==> src/ussu_pkg.sv <==
/*
 * package for the universal serial shift unit: register offsets, field
 * positions, reset values and the carrier struct.
 * assumes a 32-bit apb slave with one register per aligned word.
 */
package ussu_pkg;

    // ****************************************
    // register map
    // ****************************************
    localparam logic [11:0] DATA_OFS = 12'h000;
    localparam logic [11:0] STATUS_OFS = 12'h004;
    localparam logic [11:0] CONTROL_OFS = 12'h008;
    localparam logic [11:0] PORT_OFS = 12'h00C;

    // ****************************************
    // field positions
    // ****************************************
    localparam int ST_START = 7;
    localparam int ST_OVF = 6;
    localparam int ST_STOP = 5;
    localparam int ST_COLL = 4;
    localparam int CT_SIE = 7;
    localparam int CT_OIE = 6;
    localparam int CT_CLK = 1;
    localparam int CT_TC = 0;
    localparam int PT_DO_DIR = 0;
    localparam int PT_DO_VAL = 1;
    localparam int PT_CK_DIR = 2;
    localparam int PT_CK_VAL = 3;
    localparam int PT_GIE = 4;

    // ****************************************
    // reset values
    // ****************************************
    localparam logic [7:0] DATA_RST = 8'h00;
    localparam logic [3:0] CNT_RST = 4'h0;
    localparam logic [7:0] CTRL_RST = 8'h00;
    localparam logic [4:0] PORT_RST = 5'h00;

    // ****************************************
    // modes
    // ****************************************
    typedef enum logic [1:0] {
        USSU_WM_OFF = 2'h0,
        USSU_WM_THREE = 2'h1,
        USSU_WM_TWO = 2'h2,
        USSU_WM_TWO_HOLD = 2'h3
    } ussu_wire_mode_t;

    typedef struct packed {
        logic o;
        logic oe;
    } ussu_pin_drive_t;

endpackage

==> src/ussu_top.sv <==
/*
 * universal serial shift unit: shift register, 4-bit clock counter, flags,
 * output latch and pin drive, reached over apb.
 * assumes pins are asynchronous to pclk; the shift clock pin is sampled and
 * its edges found by pclk, so it must run well below pclk/4.
 */
// Added by the designer: the register addresses and the APB interface to the registers.
`timescale 1ns/1ps

module ussu_top (
    input wire logic pclk,
    input wire logic presetn,
    input wire logic psel,
    input wire logic penable,
    input wire logic pwrite,
    input wire logic [11:0] paddr,
    input wire logic [31:0] pwdata,
    input wire logic [3:0] pstrb,
    output logic [31:0] prdata,
    output logic pready,
    output logic pslverr,
    input wire logic timer_match,
    input wire logic sleep_idle,
    input wire logic data_pin_i,
    output logic data_pin_o,
    output logic data_pin_oe,
    input wire logic clk_pin_i,
    output logic clk_pin_o,
    output logic clk_pin_oe,
    output logic start_irq,
    output logic overflow_irq,
    output logic wake_req
);

    // ****************************************
    // pin synchronisers
    // ****************************************
    logic [1:0] din_sync;
    logic [1:0] ck_sync;
    logic ck_prev;
    logic din_prev;

    always_ff @(posedge pclk or negedge presetn) begin
        if (!presetn) begin
            din_sync <= 2'h3;
            ck_sync <= 2'h3;
            ck_prev <= 1'b1;
            din_prev <= 1'b1;
        end else begin
            din_sync <= {din_sync[0], data_pin_i};
            ck_sync <= {ck_sync[0], clk_pin_i};
            ck_prev <= ck_sync[1];
            din_prev <= din_sync[1];
        end
    end

    wire din_s = din_sync[1];
    wire ck_s = ck_sync[1];
    wire ck_rise = ck_s & ~ck_prev;
    wire ck_fall = ~ck_s & ck_prev;
    wire ck_any = ck_rise | ck_fall;

    // ****************************************
    // registers and bus decode
    // ****************************************
    logic [7:0] shift_data_reg;
    logic [3:0] clock_counter_value;
    logic start_cond_flag;
    logic counter_overflow_flag;
    logic stop_cond_flag;
    logic [7:0] serial_control_reg;
    logic [4:0] port_reg;
    logic out_latch;

    wire acc = psel & penable;
    wire wr = acc & pwrite;
    wire lane0 = pstrb[0];
    wire hit_data = paddr == ussu_pkg::DATA_OFS;
    wire hit_stat = paddr == ussu_pkg::STATUS_OFS;
    wire hit_ctrl = paddr == ussu_pkg::CONTROL_OFS;
    wire hit_port = paddr == ussu_pkg::PORT_OFS;
    wire hit_any = hit_data | hit_stat | hit_ctrl | hit_port;
    wire wr_data = wr & hit_data & lane0;
    wire wr_stat = wr & hit_stat & lane0;
    wire wr_ctrl = wr & hit_ctrl & lane0;
    wire wr_port = wr & hit_port & lane0;

    wire [1:0] wire_mode_sel = serial_control_reg[5:4];
    wire [1:0] clock_source_sel = serial_control_reg[3:2];
    wire strobe_sel = serial_control_reg[ussu_pkg::CT_CLK];
    wire two_wire = wire_mode_sel[1];
    wire ext_clk = clock_source_sel[1];
    // strobe bits act on the write; bit 0 never stored, bit 1 kept as strobe select only with an external source
    wire clock_strobe_bit = wr_ctrl & pwdata[ussu_pkg::CT_CLK];
    wire clock_toggle_strobe = wr_ctrl & pwdata[ussu_pkg::CT_TC];

    // ****************************************
    // clock source selection
    // ****************************************
    // shift event select
    wire shift_ev = (clock_source_sel == 2'h0) ? clock_strobe_bit :
                    (clock_source_sel == 2'h1) ? timer_match :
                    (clock_source_sel == 2'h2) ? ck_rise : ck_fall;
    wire count_ev = (clock_source_sel == 2'h0) ? clock_strobe_bit :
                    (clock_source_sel == 2'h1) ? timer_match :
                    (strobe_sel ? clock_toggle_strobe : ck_any);

    // ****************************************
    // shift register
    // ****************************************
    // write wins over shift; pins used in every mode
    wire [7:0] next_shift = wr_data ? pwdata[7:0] :
                            shift_ev ? {shift_data_reg[6:0], din_s} : shift_data_reg;

    always_ff @(posedge pclk or negedge presetn) begin
        if (!presetn) begin
            shift_data_reg <= ussu_pkg::DATA_RST;
        end else begin
            shift_data_reg <= next_shift;
        end
    end

    // ****************************************
    // counter
    // ****************************************
    // cpu write wins over count
    wire cnt_wrap = count_ev & (clock_counter_value == 4'hF) & ~wr_stat;
    wire [3:0] next_cnt = wr_stat ? pwdata[3:0] :
                          count_ev ? clock_counter_value + 4'h1 : clock_counter_value;

    always_ff @(posedge pclk or negedge presetn) begin
        if (!presetn) begin
            clock_counter_value <= ussu_pkg::CNT_RST;
        end else begin
            clock_counter_value <= next_cnt;
        end
    end

    // ****************************************
    // start and stop detection
    // ****************************************
    // data delayed one sample so clock level is valid at data edge
    // two-wire start: data falls, clock high
    wire tw_start = two_wire & ~din_s & din_prev & ck_s;
    // two-wire stop: data rises, clock high
    wire tw_stop = two_wire & din_s & ~din_prev & ck_s;
    wire edge_start = ~two_wire & ext_clk & ~strobe_sel & ck_any;
    wire start_set = tw_start | edge_start;

    // ****************************************
    // flags (set wins over clear)
    // ****************************************
    // start flag clear by one
    wire next_start = start_set | (start_cond_flag &
                      ~(wr_stat & pwdata[ussu_pkg::ST_START]));
    wire next_ovf = cnt_wrap | (counter_overflow_flag &
                    ~(wr_stat & pwdata[ussu_pkg::ST_OVF]));
    wire next_stop = tw_stop | (stop_cond_flag &
                     ~(wr_stat & pwdata[ussu_pkg::ST_STOP]));

    always_ff @(posedge pclk or negedge presetn) begin
        if (!presetn) begin
            start_cond_flag <= 1'b0;
            counter_overflow_flag <= 1'b0;
            stop_cond_flag <= 1'b0;
        end else begin
            start_cond_flag <= next_start;
            counter_overflow_flag <= next_ovf;
            stop_cond_flag <= next_stop;
        end
    end

    // ****************************************
    // control and port registers
    // ****************************************
    // toggle inverts clock port value
    wire [4:0] port_wr = wr_port ? pwdata[4:0] : port_reg;
    wire [4:0] next_port = clock_toggle_strobe ?
                           (port_wr ^ (5'h01 << ussu_pkg::PT_CK_VAL)) : port_wr;
    // strobe select kept only with an external source
    wire [7:0] ctrl_wr = {pwdata[7:2], pwdata[ussu_pkg::CT_CLK] & pwdata[3], 1'b0};

    always_ff @(posedge pclk or negedge presetn) begin
        if (!presetn) begin
            serial_control_reg <= ussu_pkg::CTRL_RST;
            port_reg <= ussu_pkg::PORT_RST;
        end else begin
            if (wr_ctrl) begin
                serial_control_reg <= ctrl_wr;
            end
            port_reg <= next_port;
        end
    end

    // ****************************************
    // output latch
    // ****************************************
    // first half of the serial clock is taken as clock low (after the
    // falling edge); the latch then holds through the high half.
    // latch transparency
    wire latch_open = ~ext_clk | ~ck_s;

    always_ff @(posedge pclk or negedge presetn) begin
        if (!presetn) begin
            out_latch <= 1'b0;
        end else if (latch_open) begin
            out_latch <= next_shift[7];
        end
    end

    // ****************************************
    // pin drive
    // ****************************************
    wire do_dir = port_reg[ussu_pkg::PT_DO_DIR];
    wire do_val = port_reg[ussu_pkg::PT_DO_VAL];
    wire ck_dir = port_reg[ussu_pkg::PT_CK_DIR];
    wire ck_val = port_reg[ussu_pkg::PT_CK_VAL];
    wire clk_hold = two_wire & (start_cond_flag |
                    ((wire_mode_sel == 2'h3) & counter_overflow_flag));
    ussu_pkg::ussu_pin_drive_t dpin;
    ussu_pkg::ussu_pin_drive_t cpin;

    always_comb begin
        case (wire_mode_sel)
            2'h1: begin
                dpin = '{o: out_latch, oe: do_dir};
                cpin = '{o: ck_val, oe: ck_dir};
            end
            2'h2, 2'h3: begin
                dpin = '{o: 1'b0, oe: do_dir & ~(out_latch & do_val)};
                cpin = '{o: 1'b0, oe: ck_dir & (~ck_val | clk_hold)};
            end
            default: begin
                dpin = '{o: do_val, oe: do_dir};
                cpin = '{o: ck_val, oe: ck_dir};
            end
        endcase
    end

    assign data_pin_o = dpin.o;
    assign data_pin_oe = dpin.oe;
    assign clk_pin_o = cpin.o;
    assign clk_pin_oe = cpin.oe;

    // ****************************************
    // interrupts and wake
    // ****************************************
    wire gie = port_reg[ussu_pkg::PT_GIE];
    assign start_irq = start_cond_flag & serial_control_reg[ussu_pkg::CT_SIE] & gie;
    assign overflow_irq = counter_overflow_flag & serial_control_reg[ussu_pkg::CT_OIE] & gie;
    assign wake_req = start_irq | (overflow_irq & sleep_idle);

    // ****************************************
    // read back
    // ****************************************
    // collision against sensed pin
    wire data_collision_bit = shift_data_reg[7] ^ din_s;
    wire [7:0] serial_status_reg = {start_cond_flag, counter_overflow_flag,
                                    stop_cond_flag, data_collision_bit, clock_counter_value};
    wire [7:0] rd_mux = hit_data ? shift_data_reg :
                        hit_stat ? serial_status_reg :
                        hit_ctrl ? {serial_control_reg[7:2], 2'h0} :
                        hit_port ? {3'h0, port_reg} : 8'h00;

    always_ff @(posedge pclk or negedge presetn) begin
        if (!presetn) begin
            prdata <= 32'h0000_0000;
        end else if (psel & ~penable & ~pwrite) begin
            prdata <= {24'h00_0000, rd_mux};
        end
    end

    assign pready = 1'b1;
    assign pslverr = acc & ~hit_any;

    // ****************************************
    // checks
    // ****************************************
    a_write_beats_shift: assert property (@(posedge pclk) disable iff (!presetn)
        wr_data |=> shift_data_reg == $past(pwdata[7:0]))
        else $error("data write lost");
    a_shift_left: assert property (@(posedge pclk) disable iff (!presetn)
        (shift_ev & ~wr_data) |=> shift_data_reg[7:1] == $past(shift_data_reg[6:0]))
        else $error("shift wrong");
    a_wrap_sets_ovf: assert property (@(posedge pclk) disable iff (!presetn)
        cnt_wrap |=> counter_overflow_flag && clock_counter_value == 4'h0)
        else $error("overflow not set");
    a_start_clear: assert property (@(posedge pclk) disable iff (!presetn)
        (start_cond_flag & ~start_set & ~(wr_stat & pwdata[7])) |=> start_cond_flag)
        else $error("start flag lost");
    a_count_inc: assert property (@(posedge pclk) disable iff (!presetn)
        (count_ev & ~wr_stat) |=> clock_counter_value == $past(clock_counter_value) + 4'h1)
        else $error("count wrong");
    a_hold_mode3: assert property (@(posedge pclk) disable iff (!presetn)
        (wire_mode_sel == 2'h3 && counter_overflow_flag && ck_dir) |-> clk_pin_oe)
        else $error("clock not held");
    a_no_drive_dir: assert property (@(posedge pclk) disable iff (!presetn)
        ~do_dir |-> ~data_pin_oe)
        else $error("data driven without dir");
    a_toggle_inv: assert property (@(posedge pclk) disable iff (!presetn)
        (clock_toggle_strobe & ~wr_port) |=> ck_val != $past(ck_val))
        else $error("toggle failed");
    a_ovf_clear: assert property (@(posedge pclk) disable iff (!presetn)
        (counter_overflow_flag & ~cnt_wrap & ~(wr_stat & pwdata[6])) |=> counter_overflow_flag)
        else $error("overflow flag lost");
    a_stop_clear: assert property (@(posedge pclk) disable iff (!presetn)
        (stop_cond_flag & ~tw_stop & ~(wr_stat & pwdata[5])) |=> stop_cond_flag)
        else $error("stop flag lost");
    a_two_start: assert property (@(posedge pclk) disable iff (!presetn)
        tw_start |=> start_cond_flag)
        else $error("two-wire start missed");
    a_edge_start: assert property (@(posedge pclk) disable iff (!presetn)
        edge_start |=> start_cond_flag)
        else $error("edge start missed");
    a_timer_count: assert property (@(posedge pclk) disable iff (!presetn)
        (clock_source_sel == 2'h1 && timer_match && !wr_stat) |=>
        clock_counter_value == $past(clock_counter_value) + 4'h1)
        else $error("timer count missed");
    a_latch_holds: assert property (@(posedge pclk) disable iff (!presetn)
        (ext_clk && ck_s) |=> out_latch == $past(out_latch))
        else $error("latch not held");
    a_latch_open: assert property (@(posedge pclk) disable iff (!presetn)
        !ext_clk |=> out_latch == shift_data_reg[7])
        else $error("latch not transparent");
    a_toggle_count: assert property (@(posedge pclk) disable iff (!presetn)
        (ext_clk && strobe_sel && !clock_toggle_strobe && !wr_stat) |=>
        $stable(clock_counter_value))
        else $error("count without toggle");
    a_wake_idle: assert property (@(posedge pclk) disable iff (!presetn)
        (!start_irq && !sleep_idle) |-> !wake_req)
        else $error("wake outside idle");
    a_status_load: assert property (@(posedge pclk) disable iff (!presetn)
        wr_stat |=> clock_counter_value == $past(pwdata[3:0]))
        else $error("counter load lost");
    a_two_data_low: assert property (@(posedge pclk) disable iff (!presetn)
        (two_wire && do_dir && !out_latch) |-> (data_pin_oe && !data_pin_o))
        else $error("data line not pulled");

endmodule
==> config.mk <==
export PLATFORM = sky130hd
export DESIGN_NAME = ussu_top
export DESIGN_NICKNAME = d
export VERILOG_FILES = /design/src/ussu_pkg.sv /design/src/ussu_top.sv
export SDC_FILE = /design/constraint.sdc
export NUM_CORES = 1
export LEC_CHECK = 0
export BUFFER_PORTS_ARGS = -buffer_cell sky130_fd_sc_hd__clkbuf_2
export CAP_MARGIN = 10
export CORE_MARGIN = 1.5
export CORE_UTILIZATION = 48
export CTS_CLUSTER_DIAMETER = 120
export DETAILED_ROUTE_END_ITERATION = 7
export MAX_ROUTING_LAYER = met4
export PLACE_DENSITY = 0.85
export SLEW_MARGIN = 0
export SYNTH_ARGS = -nofsm -noshare
export SYNTH_HDL_FRONTEND = slang
export SYNTH_SLANG_ARGS = --single-unit
==> constraint.sdc <==
create_clock -name pclk -period 2.98 [get_ports pclk]
set_input_delay 0 -clock pclk [delete_from_list [all_inputs] [get_ports pclk]]
set_output_delay 0 -clock pclk [all_outputs]
set_load 0.01 [all_outputs]
Yosys cells after proc, flatten, opt, wreduce, memory -nomap -nowiden
Index checks and enable logic that the tools add are counted.
- register bits: 42
- bits in latches: 0
- memory bits (writable): 0
- memory bits (read-only): 0
- output and inout bits: 41
- memories kept: 0
- add/sub/neg operators: 1
- multiply operators: 0
- div/mod/pow operators: 0
- magnitude comparators: 0
- equal/unequal tests: 9
- shift-type cells: 0
- mux-type cells: 18
- bitwise logic cells: 75
- reductions and logical operators: 5
- operators by type and width (cell ; number):
    AND 1 bit ; 45
    two-way mux 8 bit ; 5
    equality test 12 x 4 -> 1 bit, second input constant ; 2
    NOT 1 bit ; 17
    equality test 12 x 3 -> 1 bit, second input constant ; 1
    logical NOT 12 bit ; 1
    two-way mux 4 bit ; 3
    OR 1 bit ; 12
    two-way mux 5 bit ; 2
    equality test 2 bit, second input constant ; 3
    two-way mux 1 bit ; 6
    adder 4 x 1 -> 4 bit, second input constant ; 1
    equality test 2 x 1 -> 1 bit, second input constant ; 2
    equality test 4 bit, second input constant ; 1
    one-hot mux 2 bit (2 select lines) ; 1
    nonzero test 2 bit ; 2
    logical NOT 2 bit ; 1
    two-way mux 2 bit ; 1
    OR reduction 2 bit ; 1
    bitwise XOR 1 bit ; 1

Longest topological paths before layout
- word-level depth: 11
- depth in mapped cells: 8
- gate-level depth less buffers: 8

Least setup slack after synthesis
Ideal clock, no wire load.
- path kind: in2reg
- start: input port paddr[9]
- end: register out_latch
- setup time: 0.127 ns
- arrival time: 2.669 ns
- required time: 2.853 ns
- slack: 0.183 ns
- stages: 7
- path buffers: 1
- cell sequence: or4_4 > or4_4 > buf_6 > o41ai_4 > mux2_4 > mux2_4 > mux2_1
- cells in the longest elaborated chain, start to end: 7
- RTL lines (item ; RTL line ; RTL):
    start, declared ; ussu_top.sv:16 ; input wire logic [11:0] paddr,
    equality test 12 x 4 -> 1 bit ; ussu_top.sv:80 ; wire hit_ctrl = paddr == ussu_pkg::CONTROL_OFS;
    AND 1 bit (2 in a row) ; ussu_top.sv:85 ; wire wr_ctrl = wr & hit_ctrl & lane0;
    AND 1 bit ; ussu_top.sv:94 ; wire clock_strobe_bit = wr_ctrl & pwdata[ussu_pkg::CT_CLK];
    two-way mux 1 bit ; ussu_top.sv:101 ; wire shift_ev = (clock_source_sel == 2'h0) ? clock_strobe_bit :
    two-way mux 8 bit ; ussu_top.sv:113 ; shift_ev ? {shift_data_reg[6:0], din_s} : shift_data_reg;
    two-way mux 8 bit (*) ; ussu_top.sv:112 ; wire [7:0] next_shift = wr_data ? pwdata[7:0] :
    named net next_shift[7] ; ussu_top.sv:112 ;
    end signal, assigned ; ussu_top.sv:207 ; out_latch <= next_shift[7];
    end, declared ; ussu_top.sv:73 ; logic out_latch;
Mark *: on every way through the listed nets, which the timed path passes. The rest lies on a longest branch. The select of a mux whose other input is x is not followed.
A chain may end at the register's enable or synchronous reset.

Worst setup path after layout
Ends and elaborated chain as after synthesis.

==> flow_results.xml <==
<?xml version="1.0" encoding="UTF-8"?>
<metrics>
  <group name="yosys">
    <metric name="synth_area" unit="um2">2390</metric>
    <metric name="synth_flop_cell" unit="">sky130_fd_sc_hd__dfrtp_1</metric>
    <metric name="synth_fa_ha_area_frac" unit="">0.0157</metric>
    <metric name="synth_async_sr_flop_share" unit="">1.00</metric>
    <metric name="synth_top_family_by_area" unit="">simple AND/OR/NAND/NOR gates</metric>
    <metric name="synth_mux_area_frac" unit="">0.160</metric>
    <metric name="synth_cells" unit="">234</metric>
    <metric name="synth_warnings" unit="">0</metric>
    <metric name="seq_area_frac_synth" unit="">0.442</metric>
    <metric name="synth_edf_count" unit="">0</metric>
    <metric name="netlist-cell-type-count" unit="">43</metric>
    <metric name="post_syn_area_per_cell" unit="um2">10.2</metric>
    <metric name="synth.area.top_cells" unit="">sky130_fd_sc_hd__dfrtp_1 38%, sky130_fd_sc_hd__buf_4 7.8%, sky130_fd_sc_hd__dfstp_2 6.6%</metric>
    <metric name="synth-compound-area-share" unit="">0.101</metric>
    <metric name="synth_simple_gate_area_share" unit="">0.161</metric>
    <metric name="yosysTopAreaCellShare" unit="">0.377</metric>
    <metric name="yosys.area_share.xor_xnor" unit="">0.0110</metric>
    <metric name="synth-seq-cells" unit="">42</metric>
    <metric name="synth_area_leader_cell" unit="">sky130_fd_sc_hd__dfrtp_1</metric>
  </group>
  <group name="sta">
    <metric name="portion_of_the_clock_cycle_consumed_by_the_worst_path_in_the_final_layout" unit="">0.793</metric>
    <metric name="timing_worst_slew_pin_value" unit="ns">1.03</metric>
    <metric name="setup-tns-final" unit="ns">0</metric>
    <metric name="max_freq" unit="GHz">0.423</metric>
    <metric name="finalMaxSlewViolations" unit="">0</metric>
    <metric name="worst_hold_slack" unit="ns">0.00673</metric>
    <metric name="finalHoldViolations" unit="">0</metric>
    <metric name="rsz0062_at_grt" unit="">false</metric>
    <metric name="timing.final.setup_violations" unit="">0</metric>
    <metric name="post-route-min-period" unit="ns">2.36</metric>
    <metric name="fin_worst_skew" unit="ns">0.0133</metric>
    <metric name="slew_headroom" unit="">0.311</metric>
  </group>
  <group name="power">
    <metric name="p_sw" unit="uW">253</metric>
    <metric name="seq_power_share" unit="">0.566</metric>
    <metric name="pwr-share-clk" unit="">0.345</metric>
    <metric name="vdd_drop_max" unit="mV">0.249</metric>
    <metric name="power.density_cell_area" unit="nW/um2">371</metric>
    <metric name="switching_portion_of_total_power" unit="">0.246</metric>
    <metric name="power_frac_comb" unit="">0.089</metric>
    <metric name="internal-power" unit="uW">776</metric>
    <metric name="leakagePower" unit="uW">0.00136</metric>
  </group>
  <group name="routing">
    <metric name="routed_vias" unit="">1866</metric>
    <metric name="routed_wire_length" unit="mm">5.08</metric>
    <metric name="detail_route.drc_violations" unit="">0</metric>
    <metric name="top_metal_layer_carrying_routed_signals" unit="">met4</metric>
    <metric name="wire_per_inst" unit="um">14.2</metric>
    <metric name="drt_first_pass_iters" unit="">4</metric>
    <metric name="dr.first_iter.drc_count" unit="">144</metric>
    <metric name="average_vias_per_placed_instance" unit="">5.23</metric>
    <metric name="route.met3.wl" unit="um">313</metric>
    <metric name="detail_route.wirelength.met1" unit="mm">2.22</metric>
    <metric name="met2WireLength" unit="mm">2.45</metric>
    <metric name="drt.antenna.violating_nets" unit="">0</metric>
  </group>
  <group name="critical_path">
    <metric name="critical_path.endpoint_type" unit="">flop</metric>
    <metric name="wp_data_arrival" unit="ns">2.54</metric>
    <metric name="worstSetupStartpointType" unit="">primary input</metric>
    <metric name="worst_setup_path_class" unit="">in -&gt; reg</metric>
    <metric name="crit_path_max_fanout" unit="">10</metric>
    <metric name="worstPathRequired" unit="ns">3.16</metric>
  </group>
  <group name="global_routing">
    <metric name="antenna_found_initial" unit="">0</metric>
    <metric name="grt_pass1_wl" unit="mm">8.38</metric>
    <metric name="groute.usage.overall" unit="">0.210</metric>
    <metric name="grt.overflow.total" unit="">0</metric>
    <metric name="first_global_vias" unit="">1772</metric>
    <metric name="pin_count_of_the_biggest_net_entering_global_routing" unit="">43</metric>
  </group>
  <group name="floorplanning">
    <metric name="fp_rows" unit="">25</metric>
    <metric name="die_area" unit="um2">5420</metric>
    <metric name="chipWidth" unit="um">73.6</metric>
    <metric name="coreArea" unit="um2">4750</metric>
    <metric name="io_pins" unit="">98</metric>
    <metric name="fp.dieH" unit="um">73.6</metric>
    <metric name="initial_util" unit="">0.503</metric>
  </group>
  <group name="finish">
    <metric name="fill_cells" unit="">417</metric>
    <metric name="final_cells" unit="">357</metric>
    <metric name="layout.core_utilization" unit="">0.583</metric>
    <metric name="layout-drive-gt1-share" unit="">0.297</metric>
    <metric name="diodes" unit="">0</metric>
    <metric name="mostFrequentLayoutCell" unit="">sky130_fd_sc_hd__clkbuf_2</metric>
    <metric name="final_cell_mix" unit="">45 x sky130_fd_sc_hd__clkbuf_2, 36 x sky130_fd_sc_hd__dfrtp_1, 34 x sky130_fd_sc_hd__nand2_1, 25 x sky130_fd_sc_hd__conb_1</metric>
    <metric name="finish.net_count" unit="">349</metric>
    <metric name="area_delta_synth_final" unit="%">15.9</metric>
  </group>
  <group name="place">
    <metric name="detailedPlacementHpwl" unit="mm">3.74</metric>
    <metric name="dp.cells" unit="">340</metric>
    <metric name="placer_congestion_estimate" unit="">0.916</metric>
    <metric name="port-buffer-count" unit="">45</metric>
  </group>
  <group name="clocking">
    <metric name="cts.clk_slew.worst_paths" unit="ns">0.08</metric>
    <metric name="tritoncts.num_buffers" unit="">5</metric>
    <metric name="root_buffer" unit="">sky130_fd_sc_hd__clkbuf_8</metric>
    <metric name="htreeDepth" unit="">2</metric>
    <metric name="worst_skew_pair.late_latency" unit="ns">0.30</metric>
    <metric name="clock_sink_count" unit="">42</metric>
    <metric name="postCtsResizedCells" unit="">0</metric>
    <metric name="tritoncts" unit="">yes</metric>
    <metric name="clock_path_buffers" unit="">2</metric>
  </group>
  <group name="job">
    <metric name="maxCapViolations" unit="">0</metric>
  </group>
  <group name="worst_hold_path">
    <metric name="worstHoldPathType" unit="">in -&gt; reg</metric>
  </group>
  <group name="outcome">
    <metric name="run_status" unit="">finished clean</metric>
  </group>
</metrics>
cells in the mapped netlist (2+ instances only):
cell and count:
sky130_fd_sc_hd__inv_1 5, sky130_fd_sc_hd__a21o_1 2, sky130_fd_sc_hd__dfrtp_1 36, sky130_fd_sc_hd__a21oi_1 5, sky130_fd_sc_hd__buf_1 2, sky130_fd_sc_hd__conb_1 2
sky130_fd_sc_hd__nand4b_1 2, sky130_fd_sc_hd__o21ai_0 15, sky130_fd_sc_hd__nor3_1 5, sky130_fd_sc_hd__nand3_1 6, sky130_fd_sc_hd__nor2b_1 2, sky130_fd_sc_hd__or4b_2 2
sky130_fd_sc_hd__nand2_1 34, sky130_fd_sc_hd__mux4_2 3, sky130_fd_sc_hd__o21a_1 2, sky130_fd_sc_hd__xor2_1 3, sky130_fd_sc_hd__mux2_2 11, sky130_fd_sc_hd__clkbuf_1 7
sky130_fd_sc_hd__or4_4 2, sky130_fd_sc_hd__buf_4 25, sky130_fd_sc_hd__o31ai_1 5, sky130_fd_sc_hd__nor2_1 9, sky130_fd_sc_hd__or4_1 2, sky130_fd_sc_hd__mux2i_1 15
sky130_fd_sc_hd__a22oi_1 2, sky130_fd_sc_hd__dfstp_2 6, sky130_fd_sc_hd__and3_1 5, sky130_fd_sc_hd__mux2_4 2, sky130_fd_sc_hd__ha_1 3
path summary, 6_finish.rpt:
| check | from | endpoint | slack, ns | cells after the start |
|---|---|---|---|---|
| hold / removal | pwdata[3] | shift_data_reg[3] | 0.007 | 3 |
| setup / recovery | paddr[9] | out_latch | 0.62 | 7 |
| max in group asynchronous | presetn | serial_control_reg[1] | 1.92 | 2 |
| min in group asynchronous | presetn | clock_counter_value[1] | 0.42 | 2 |
| setup reg to reg | serial_control_reg[2] | out_latch | 0.73 | 5 |
| hold reg to reg | din_sync[0] | din_sync[1] | 0.36 | 0 |
kinds of logic (layout without fill, tap and decap cells):
logic type,Yosys count,in the layout
AO/OA/AOI/OAI,36,36
XOR/XNOR,3,3
adder cells (fa/ha/maj),3,3
buffers and inverters,40,73
flip-flops,42,42
multiplexers,32,32
other,2,25
AND/OR/NAND/NOR,76,76
repair_timing:
action | in CTS | in global routing
hold buffers | 9 | 0
buffers inserted | 0 | 0
endpoints found under the setup margin | 0 | 0
endpoints found under the hold margin | 53 | 0
power groups by stage:
stage	registers (uW)	logic [uW]	clock network [uW]
floorplan	592	62.0	0
global placement	593	80.9	0
detailed placement	593	81.6	0
CTS	582	91.1	364
global route	583	103	386
finish	582	91.4	355
per-stage QoR:
stage | total power (uW) | cell area, um2 | setup slack (ns)
6_report | 1030 | 2770 | 0.616
5_1_grt | 1070 | 2770 | 0.598
4_1_cts | 1040 | 2770 | 0.630
3_5_place_dp | 675 | 2600 | 0.317
3_3_place_gp | 674 | 2600 | 0.320
2_1_floorplan | 654 | 2480 | 0.183
area by class of cell:
class | count | area [um2] | share of cell area
Multi-Input combinational cell | 175 | 1170 | 0.421
Sequential cell | 42 | 1060 | 0.382
Timing Repair Buffer | 60 | 360 | 0.130
Tap cell | 67 | 83.8 | 0.0302
Clock buffer | 6 | 72.6 | 0.0262
Inverter | 5 | 18.8 | 0.00677
Clock inverter | 2 | 10.0 | 0.00361
per-layer routing:
layer | track usage | vias to the layer above
met2 | 0.319 | 75
met4 | 0.0761 | 0
met3 | 0.0357 | 13
met5 | - | -
li1 | - | 884
met1 | 0.283 | 894
critical path, cell delays in order:
cell                       delay (ns)
sky130_fd_sc_hd__clkbuf_2        0.08
sky130_fd_sc_hd__or4_4           0.53
sky130_fd_sc_hd__or4_4           0.58
sky130_fd_sc_hd__o41ai_4         0.43
sky130_fd_sc_hd__mux2_4          0.33
sky130_fd_sc_hd__mux2_4          0.28
sky130_fd_sc_hd__mux2_1          0.29
Note: power is estimated with default switching activity, not from simulation.
